--- config.mk ---
export PLATFORM = sky130hd
export DESIGN_NAME = axp_axis
export DESIGN_NICKNAME = d
export VERILOG_FILES = /design/src/axp_pkg.sv /design/src/axp_sync.sv /design/src/axp_quad.sv /design/src/axp_axis.sv
export VERILOG_INCLUDE_DIRS = /design/src
export SDC_FILE = /design/constraint.sdc
export NUM_CORES = 1
export LEC_CHECK = 0
export ABC_AREA = 1
export BUFFER_PORTS_ARGS = -buffer_cell sky130_fd_sc_hd__buf_4
export CORE_MARGIN = 3
export CORE_UTILIZATION = 33
export CTS_CLUSTER_SIZE = 24
export DETAILED_ROUTE_END_ITERATION = 16
export PLACE_DENSITY_LB_ADDON = 0.3
export SYNTH_ARGS = -nofsm -noshare
export SYNTH_HDL_FRONTEND = slang
export SYNTH_SLANG_ARGS = --single-unit
--- constraint.sdc ---
create_clock -name clk -period 10.11 [get_ports clk]
set_clock_uncertainty 0.15 [all_clocks]
set_input_delay 2.022 -clock clk [delete_from_list [all_inputs] [get_ports clk]]
set_output_delay 2.022 -clock clk [all_outputs]
set_load 0.1 [all_outputs]
--- src/axp_cfg.svh ---
`ifndef AXP_CFG_SVH
`define AXP_CFG_SVH

// External drive mode field encodings
`define AXP_MODE_OFF    2'h0
`define AXP_MODE_CONT   2'h1
`define AXP_MODE_FIXED  2'h2
`define AXP_MODE_PULSAR 2'h3

// Quadrature divide ratio encodings
`define AXP_DIV_1       2'h0
`define AXP_DIV_2       2'h1
`define AXP_DIV_4       2'h2

// Prescaler masks per divide ratio
`define AXP_PRE_FULL    2'h0
`define AXP_PRE_HALF    2'h1
`define AXP_PRE_QUART   2'h3

// Counter and synchroniser shapes
`define AXP_POS_W       32
`define AXP_POS_RST     32'h0000_0000
`define AXP_POS_ONE     32'h0000_0001
`define AXP_SYNC_W      4
`define AXP_SYNC_RST    4'hF

`endif

--- src/axp_pkg.sv ---
`default_nettype none
package axp_pkg;
    // Which drive mode, fixed or continuous, owns the running external drive
    typedef enum logic [1:0] {
        AXP_IDLE,
        AXP_FIXED_RUN,
        AXP_CONT_RUN
    } axp_state_type;
endpackage
`default_nettype wire

--- src/axp_sync.sv ---
`timescale 1ns/1ps
`default_nettype none
`include "axp_cfg.svh"
module axp_sync import axp_pkg::*; (
    // Clock and reset
    input  wire logic                   clk,
    input  wire logic                   arst_n,
    // Raw pins and synchronised copies
    input  wire logic [`AXP_SYNC_W-1:0] pin_in,
    output logic      [`AXP_SYNC_W-1:0] pin_sync
);
    logic [`AXP_SYNC_W-1:0] meta_q;
    logic [`AXP_SYNC_W-1:0] sync_q;

    localparam logic [`AXP_SYNC_W-1:0] SYNC_RST = `AXP_SYNC_RST;

    genvar i;
    generate
        for (i = 0; i < `AXP_SYNC_W; i++) begin : g_bit
            // Idle high so no false trigger edge leaves reset
            always_ff @(posedge clk or negedge arst_n) begin
                if (!arst_n) begin
                    meta_q[i] <= SYNC_RST[i];
                    sync_q[i] <= SYNC_RST[i];
                end else begin
                    meta_q[i] <= pin_in[i];
                    sync_q[i] <= meta_q[i];
                end
            end
        end
    endgenerate

    assign pin_sync = sync_q;
endmodule
`default_nettype wire

--- src/axp_quad.sv ---
`timescale 1ns/1ps
`default_nettype none
`include "axp_cfg.svh"
module axp_quad import axp_pkg::*; (
    // Clock and reset
    input  wire logic clk,
    input  wire logic arst_n,
    // Synchronised phases
    input  wire logic phase_a,
    input  wire logic phase_b,
    // Decoded steps, one cycle each
    output logic      step_up,
    output logic      step_dn,
    output logic      rise_a,
    output logic      rise_b
);
    logic a_q;
    logic b_q;

    always_ff @(posedge clk or negedge arst_n) begin
        if (!arst_n) begin
            a_q <= 1'b1;
            b_q <= 1'b1;
        end else begin
            a_q <= phase_a;
            b_q <= phase_b;
        end
    end

    // Both phases moving at once is an illegal jump and counts nothing
    always_comb begin
        step_up = 1'b0;
        step_dn = 1'b0;
        if ((a_q ^ phase_a) != (b_q ^ phase_b)) begin
            step_up = (phase_a ^ b_q);
            step_dn = (phase_b ^ a_q);
        end
    end

    assign rise_a = phase_a & ~a_q;
    assign rise_b = phase_b & ~b_q;
endmodule
`default_nettype wire

--- src/axp_axis.sv ---
// What this block does
// - Mode 1,0: falling plus trigger starts a plus fixed drive.
// - Mode 1,0: falling minus trigger starts a minus fixed drive.
// - Further trigger falls are ignored while a triggered fixed drive runs.
// - Mode 0,1: falling trigger starts continuous drive in its direction.
// - Trigger back high: decelerating stop if trapezoidal, else sudden stop.
// - Mode 1,1 is manual pulsar: A on plus trigger, B on minus.
// - Pulsar: A rising with B low starts a minus fixed drive.
// - Pulsar: each A edge starts a drive of P pulses.
// - Two-pulse type: plus pulses on plus pin, minus on other.
// - Pulse-direction type: pulses on plus pin, direction high for minus.
// - Pulse type select chooses two-pulse or pulse-direction output.
// - Pulse and direction polarity bits set active output levels.
// - Quadrature mode: A leading counts up, B leading counts down.
// - Quadrature mode counts every edge of both phases.
// - Counter reverse bit swaps up and down counting.
// - Quadrature counts may be divided by two or four.
// - Up/down mode: rising up input increments, rising down decrements.
`timescale 1ns/1ps
`default_nettype none
`include "axp_cfg.svh"
module axp_axis import axp_pkg::*; (
    // Clock and reset
    input  wire logic                  clk,
    input  wire logic                  arst_n,
    // External trigger and encoder pins
    input  wire logic                  ext_plus_trigger,
    input  wire logic                  ext_minus_trigger,
    input  wire logic                  enc_a_up_in,
    input  wire logic                  enc_b_down_in,
    // Mode bits
    input  wire logic [1:0]            ext_drive_mode,
    input  wire logic                  pulse_type_select,
    input  wire logic                  pulse_polarity,
    input  wire logic                  dir_polarity,
    input  wire logic                  input_type_select,
    input  wire logic [1:0]            input_divide_ratio,
    input  wire logic                  counter_reverse,
    input  wire logic                  trapezoid_drive,
    // Drive generator side
    input  wire logic                  drive_pulse,
    input  wire logic                  drive_done,
    output logic                       start_fixed,
    output logic                       start_cont,
    output logic                       drive_minus,
    output logic                       stop_decel,
    output logic                       stop_sudden,
    // Motor driver pins
    output logic                       plus_pulse_out,
    output logic                       minus_pulse_dir_out,
    // Real position counter
    output logic [`AXP_POS_W-1:0]      real_pos
);
    logic [`AXP_SYNC_W-1:0] pin_s;
    logic                   plus_s;
    logic                   minus_s;
    logic                   plus_prev_q;
    logic                   minus_prev_q;
    logic                   fall_p;
    logic                   fall_m;
    logic                   rise_p;
    logic                   rise_m;
    axp_state_type          state_q;
    logic                   start_fixed_q;
    logic                   start_cont_q;
    logic                   dir_q;
    logic                   stop_decel_q;
    logic                   stop_sudden_q;
    logic                   pls_q;
    logic                   dir_out_q;
    logic                   q_up;
    logic                   q_dn;
    logic                   ea_rise;
    logic                   eb_rise;
    logic                   raw_up;
    logic                   raw_dn;
    logic                   cnt_up;
    logic                   cnt_dn;
    logic [1:0]             pre_q;
    logic [1:0]             pre_mask;
    logic [`AXP_POS_W-1:0]  pos_q;

    // Mask of the quadrature prescaler for the selected ratio
    function automatic logic [1:0] div_mask(input logic [1:0] ratio);
        unique case (ratio)
            `AXP_DIV_1: div_mask = `AXP_PRE_FULL;
            `AXP_DIV_2: div_mask = `AXP_PRE_HALF;
            default:    div_mask = `AXP_PRE_QUART;
        endcase
    endfunction

    axp_sync u_sync (
        .clk      (clk),
        .arst_n   (arst_n),
        .pin_in   ({enc_b_down_in, enc_a_up_in, ext_minus_trigger, ext_plus_trigger}),
        .pin_sync (pin_s)
    );

    axp_quad u_quad (
        .clk     (clk),
        .arst_n  (arst_n),
        .phase_a (pin_s[2]),
        .phase_b (pin_s[3]),
        .step_up (q_up),
        .step_dn (q_dn),
        .rise_a  (ea_rise),
        .rise_b  (eb_rise)
    );

    assign plus_s  = pin_s[0];
    assign minus_s = pin_s[1];

    always_ff @(posedge clk or negedge arst_n) begin
        if (!arst_n) begin
            plus_prev_q  <= 1'b1;
            minus_prev_q <= 1'b1;
        end else begin
            plus_prev_q  <= plus_s;
            minus_prev_q <= minus_s;
        end
    end

    assign fall_p = plus_prev_q & ~plus_s;
    assign fall_m = minus_prev_q & ~minus_s;
    assign rise_p = ~plus_prev_q & plus_s;
    assign rise_m = ~minus_prev_q & minus_s;

    // Drive start and stop sequencing
    always_ff @(posedge clk or negedge arst_n) begin
        if (!arst_n) begin
            state_q       <= AXP_IDLE;
            start_fixed_q <= 1'b0;
            start_cont_q  <= 1'b0;
            dir_q         <= 1'b0;
            stop_decel_q  <= 1'b0;
            stop_sudden_q <= 1'b0;
        end else begin
            start_fixed_q <= 1'b0;
            start_cont_q  <= 1'b0;
            stop_decel_q  <= 1'b0;
            stop_sudden_q <= 1'b0;
            unique case (state_q)
                AXP_IDLE: begin
                    if (ext_drive_mode == `AXP_MODE_FIXED && (fall_p || fall_m)) begin
                        start_fixed_q <= 1'b1;
                        dir_q         <= ~fall_p;
                        state_q       <= AXP_FIXED_RUN;
                    end else if (ext_drive_mode == `AXP_MODE_CONT && (fall_p || fall_m)) begin
                        start_cont_q <= 1'b1;
                        dir_q        <= ~fall_p;
                        state_q      <= AXP_CONT_RUN;
                    end else if (ext_drive_mode == `AXP_MODE_PULSAR && (rise_p || fall_p)) begin
                        // Same quadrature sense on either A edge
                        start_fixed_q <= 1'b1;
                        dir_q         <= rise_p ? ~minus_s : minus_s;
                    end
                end
                AXP_FIXED_RUN: begin
                    // New falls are dropped until the generator reports done
                    if (drive_done) begin
                        state_q <= AXP_IDLE;
                    end
                end
                AXP_CONT_RUN: begin
                    if ((dir_q ? rise_m : rise_p) || ext_drive_mode != `AXP_MODE_CONT) begin
                        stop_decel_q  <= trapezoid_drive;
                        stop_sudden_q <= ~trapezoid_drive;
                        state_q       <= AXP_IDLE;
                    end
                end
            endcase
        end
    end

    assign start_fixed = start_fixed_q;
    assign start_cont  = start_cont_q;
    assign drive_minus = dir_q;
    assign stop_decel  = stop_decel_q;
    assign stop_sudden = stop_sudden_q;

    // Output formatting; polarity bit set means active low
    always_ff @(posedge clk or negedge arst_n) begin
        if (!arst_n) begin
            pls_q     <= 1'b0;
            dir_out_q <= 1'b0;
        end else if (pulse_type_select) begin
            pls_q     <= drive_pulse ^ pulse_polarity;
            dir_out_q <= dir_q ^ dir_polarity;
        end else begin
            pls_q     <= (drive_pulse & ~dir_q) ^ pulse_polarity;
            dir_out_q <= (drive_pulse & dir_q) ^ pulse_polarity;
        end
    end

    assign plus_pulse_out      = pls_q;
    assign minus_pulse_dir_out = dir_out_q;

    // Count sources; up and down together cancel
    assign raw_up = input_type_select ? (ea_rise & ~eb_rise) : q_up;
    assign raw_dn = input_type_select ? (eb_rise & ~ea_rise) : q_dn;
    assign pre_mask = input_type_select ? `AXP_PRE_FULL : div_mask(input_divide_ratio);

    // Up/down prescaler: no drift when direction dithers on one edge
    always_ff @(posedge clk or negedge arst_n) begin
        if (!arst_n) begin
            pre_q <= 2'h0;
        end else if (raw_up != raw_dn) begin
            pre_q <= (raw_up ? pre_q + 2'h1 : pre_q - 2'h1) & pre_mask;
        end else begin
            pre_q <= pre_q & pre_mask;
        end
    end

    assign cnt_up = (counter_reverse ? raw_dn : raw_up)
                  & ((counter_reverse ? 2'h0 : pre_mask) == (pre_q & pre_mask));
    assign cnt_dn = (counter_reverse ? raw_up : raw_dn)
                  & ((counter_reverse ? pre_mask : 2'h0) == (pre_q & pre_mask));

    always_ff @(posedge clk or negedge arst_n) begin
        if (!arst_n) begin
            pos_q <= `AXP_POS_RST;
        end else if (cnt_up && !cnt_dn) begin
            pos_q <= pos_q + `AXP_POS_ONE;
        end else if (cnt_dn && !cnt_up) begin
            pos_q <= pos_q - `AXP_POS_ONE;
        end
    end

    assign real_pos = pos_q;

    a_fixed_start: assert property (@(posedge clk) disable iff (!arst_n)
        (state_q == AXP_IDLE && ext_drive_mode == `AXP_MODE_FIXED && fall_p)
        |=> (start_fixed && !drive_minus && state_q == AXP_FIXED_RUN))
        else $error("fixed plus start missing");

    a_fixed_minus: assert property (@(posedge clk) disable iff (!arst_n)
        (state_q == AXP_IDLE && ext_drive_mode == `AXP_MODE_FIXED && fall_m && !fall_p)
        |=> (start_fixed && drive_minus))
        else $error("fixed minus start missing");

    a_fixed_ignore: assert property (@(posedge clk) disable iff (!arst_n)
        (state_q == AXP_FIXED_RUN && !drive_done) |=> !start_fixed && !start_cont)
        else $error("start during running fixed drive");

    a_cont_start: assert property (@(posedge clk) disable iff (!arst_n)
        (state_q == AXP_IDLE && ext_drive_mode == `AXP_MODE_CONT && fall_m && !fall_p)
        |=> (start_cont && drive_minus && state_q == AXP_CONT_RUN))
        else $error("continuous minus start missing");

    a_cont_stop: assert property (@(posedge clk) disable iff (!arst_n)
        (state_q == AXP_CONT_RUN && !dir_q && rise_p)
        |=> (stop_decel == $past(trapezoid_drive)) && (stop_sudden != stop_decel))
        else $error("continuous stop kind wrong");

    a_pulsar_dir: assert property (@(posedge clk) disable iff (!arst_n)
        (state_q == AXP_IDLE && ext_drive_mode == `AXP_MODE_PULSAR && rise_p)
        |=> start_fixed && (drive_minus == !$past(minus_s)))
        else $error("pulsar direction wrong");

    a_pulsar_fall: assert property (@(posedge clk) disable iff (!arst_n)
        (state_q == AXP_IDLE && ext_drive_mode == `AXP_MODE_PULSAR && fall_p) |=> start_fixed)
        else $error("pulsar falling edge lost");

    a_two_pulse: assert property (@(posedge clk) disable iff (!arst_n)
        (!pulse_type_select && !pulse_polarity && dir_q)
        |=> !plus_pulse_out && (minus_pulse_dir_out == $past(drive_pulse)))
        else $error("two-pulse minus routing wrong");

    a_pulse_dir: assert property (@(posedge clk) disable iff (!arst_n)
        (pulse_type_select && !dir_polarity) |=> (minus_pulse_dir_out == $past(dir_q)))
        else $error("direction output wrong");

    a_quad_count: assert property (@(posedge clk) disable iff (!arst_n)
        (!input_type_select && input_divide_ratio == `AXP_DIV_1 && !counter_reverse && q_up)
        |=> (real_pos == $past(pos_q) + `AXP_POS_ONE))
        else $error("quadrature step not counted");

    a_reverse: assert property (@(posedge clk) disable iff (!arst_n)
        (input_type_select && counter_reverse && ea_rise && !eb_rise)
        |=> (real_pos == $past(pos_q) - `AXP_POS_ONE))
        else $error("reverse count wrong");

    a_updown: assert property (@(posedge clk) disable iff (!arst_n)
        (input_type_select && !counter_reverse && eb_rise && !ea_rise)
        |=> (real_pos == $past(pos_q) - `AXP_POS_ONE))
        else $error("down input not counted");
endmodule
`default_nettype wire

==> flow_metrics.py <==
metrics = {
    "cts": {
        "root_buffer": "clkbuf_16",
        "path_clk_slew_ns": 0.07,
        "cts_resized": 0,
        "clk_latency_ns": 0.31,
        "cts-htree-levels": 2,
        "clock_sinks": 55,
        "cts.path.max_buffers": 2,
        "post_cts_buffers": 0,
        "cts_buffers": 5,
        "cts_tree": "built",
        "postCtsHoldBufs": 0,
    },
    "synth": {
        "ys_async_sr_fraction_pct": 100,
        "syn_nets": 813,
        "synth_area_leaders": "nand2_1, dfrtp_1, inv_1",
        "avgSynthCellArea_um2": 6.24,
        "synth_top_family_by_area": "simple AND/OR/NAND/NOR gates",
        "synth_compound_area_share_pct": 6.15,
        "synth_warnings": 0,
        "synth_cells": 753,
        "synthXorXnorAreaFrac_pct": 3.17,
        "ys.flop_type": "dfrtp_1",
        "seq_area_frac_synth_pct": 29.6,
        "synth_cell_types": 29,
        "synth_edf_count": 0,
        "synth_area_leader_cell": "nand2_1",
        "synth_mux_area_share_pct": 0,
        "synthesis.area_um2": 4700,
        "synth-seq-cells": 55,
        "synthAdderAreaFrac_pct": 11.3,
        "synth-simple-area-share_pct": 37.8,
        "synth.top_cell.area_share_pct": 23.9,
    },
    "sta": {
        "final.period_utilization_pct": 50.2,
        "grt_setup_unrepaired": "no",
        "max_slew_margin_pct": 46.4,
        "hold_viol": 0,
        "drv_slew": 0,
        "max_freq_ghz": 0.197,
        "tightestPinTransition_ns": 0.803,
        "setup_violations": 0,
        "finalCriticalPeriod_ns": 5.07,
        "setup_tns_ns": 0,
    },
    "grt": {
        "grt_pass1_vias": 4305,
        "antenna_found_initial": 0,
        "grtUsageTotal_pct": 15.9,
        "grt_max_degree": 56,
        "grt_pass1_wl_um": 20600,
        "grt.overflow.total": 0,
    },
    "detailed_routing": {
        "dr_wl_met2_um": 4960,
        "wl_per_cell_um": 12.1,
        "ant_nets": 0,
        "drt_wl_total_um": 12000,
        "drtPass1Iterations": 5,
        "wl_met1_um": 6270,
        "num_vias": 4449,
        "wl_met3_um": 610,
        "drc": 0,
        "drt_iter0_markers": 262,
        "avgViaCountPerCell": 4.50,
        "highest_layer": "met4",
    },
    "worst_setup_path": {
        "path_class": "primary input to flip-flop",
        "cp.arrival_ns": 5.11,
        "endpoint_kind": "flip-flop",
        "critical_path_required_ns": 10.15,
        "reg2reg_from": "u_quad.b_q$_DFF_PN1_",
        "cp_max_fo": 33,
        "crit_path_start_kind": "primary input",
        "crit_start": "input_type_select",
    },
    "placement": {
        "place.gp.congestion": 0.921,
        "portBuffers": 56,
        "dp_hpwl_um": 9310,
    },
    "worst_hold_path": {
        "holdCritStartpoint": "u_sync.meta_q[3]$_DFF_PN1_",
        "hp-class": "flip-flop to flip-flop",
    },
    "die": {
        "die_w_um": 125,
        "rows": 42,
        "initial_utilization_pct": 34.5,
        "core-area_um2": 13600,
        "io_pins": 57,
        "die_y_um": 125,
        "die_area_um2": 15700,
    },
    "layout": {
        "area_delta_synth_final_pct": 16.4,
        "nets": 871,
        "final_cell_mix": "nand2_1, inv_1, buf_4, nand3_1, nor2_1",
        "layout_commonest_cell": "nand2_1",
        "n_antenna_cell": 0,
        "multi_input_area_um2": 2750,
        "fillers": 1465,
        "regArea_um2": 1390,
        "drive_gt1_share_pct": 10.8,
    },
    "job": {
        "max-cap-violations": 0,
    },
    "outcome": {
        "status": "complete, no violations",
    },
}
[flip-flops by register name (all words and copies together) (netlist names)]
signal               count
real_pos                32
u_sync.meta_q            4
minus_pulse_dir_out      1
start_cont               1
plus_pulse_out           1
u_quad.a_q               1
u_sync.pin_sync          4
stop_decel               1
minus_prev_q             1
stop_sudden              1
state_q                  2
plus_prev_q              1
drive_minus              1
pre_q                    2
start_fixed              1
u_quad.b_q               1
[routing by layer]
layer	vias to the layer above	GRT usage [%]
met5	-	0
met4	0	4.72
met3	9	2.77
met2	87	24.3
met1	1929	22.9
li1	2424	-
[synth_stat cells, drive strengths merged (3+ instances only)]
cell type and count:
nand2 303, inv 142, nand3 55, nor2 55
dfrtp 43, ha 41, a21oi 31, o21ai 20
dfstp 12, xnor2 11, nor3 6, xor2 6
clkbuf 5, nand3b 5, or2 5, nand4 3
o21bai 3
[final timing paths]
kind | end | slack [ns] | depth (start not counted)
max in group asynchronous | real_pos[27]$_DFFE_PN0P_ | 7.70 | 1
min | u_sync.pin_sync[3]$_DFF_PN1_ | 0.21 | 0
min in group asynchronous | pre_q[0]$_DFF_PN0_ | 1.61 | 1
max | real_pos[27]$_DFFE_PN0P_ | 5.04 | 23
min reg2reg | u_sync.pin_sync[3]$_DFF_PN1_ | 0.21 | 0
max reg2reg | real_pos[27]$_DFFE_PN0P_ | 6.09 | 23
[layout make-up]
class,instances,share of cell area [%]
Tap cell,176,4.02
Timing Repair Buffer,58,7.96
Clock inverter,2,0.297
Sequential cell,55,25.4
Inverter,142,9.74
Multi-Input combinational cell,549,50.2
Clock buffer,6,2.36
[logic make-up (layout without fill, tap and decap cells)]
kind of cell,count (synthesis),count (layout)
and+or+nand+nor,435,435
buffers and inverters,149,208
AOI/OAI and AO/OA,55,55
DFF,55,55
adders and majority gates,42,42
xor gates and xnor gates,17,17
[through the flow]
stage / hold WS (ns) / worst slack (ns) / cell area [µm²] / util (%) / cells
after floorplan: 0.195 / 5.10 / 4700 / - / 753
after detailed placement: 0.199 / 4.73 / 5330 / 39.1 / 980
after global placement: 0.196 / 4.77 / 5330 / 39.1 / 980
after CTS: 0.213 / 5.05 / 5470 / 40.2 / 988
after global routing: 0.217 / 4.60 / 5470 / 40.2 / 988
final: 0.209 / 5.04 / 5470 / 40.2 / 988
[worst max-delay path, stage by stage]
cell     delay [ns]
buf_4          0.12
inv_1          0.07
o21ai_0        0.08
a21oi_1        0.19
nand2_1        0.07
nand2_1        0.12
o21ai_0        0.10
nor2_1         0.13
nor2_1         0.05
a21oi_1        0.12
ha_1           0.24
inv_1          0.05
buf_4          0.27
ha_1           0.41
nand2_1        0.14
nor2_1         0.22
nand3_1        0.12
nand3_1        0.17
nand2_1        0.13
nand2_1        0.09
nand2_1        0.05
nand3_1        0.07
nand2_1        0.06
Power is left out: the tool's default activity adds up to more than one toggle a clock period on the data nets, which glitch-free logic cannot reach.
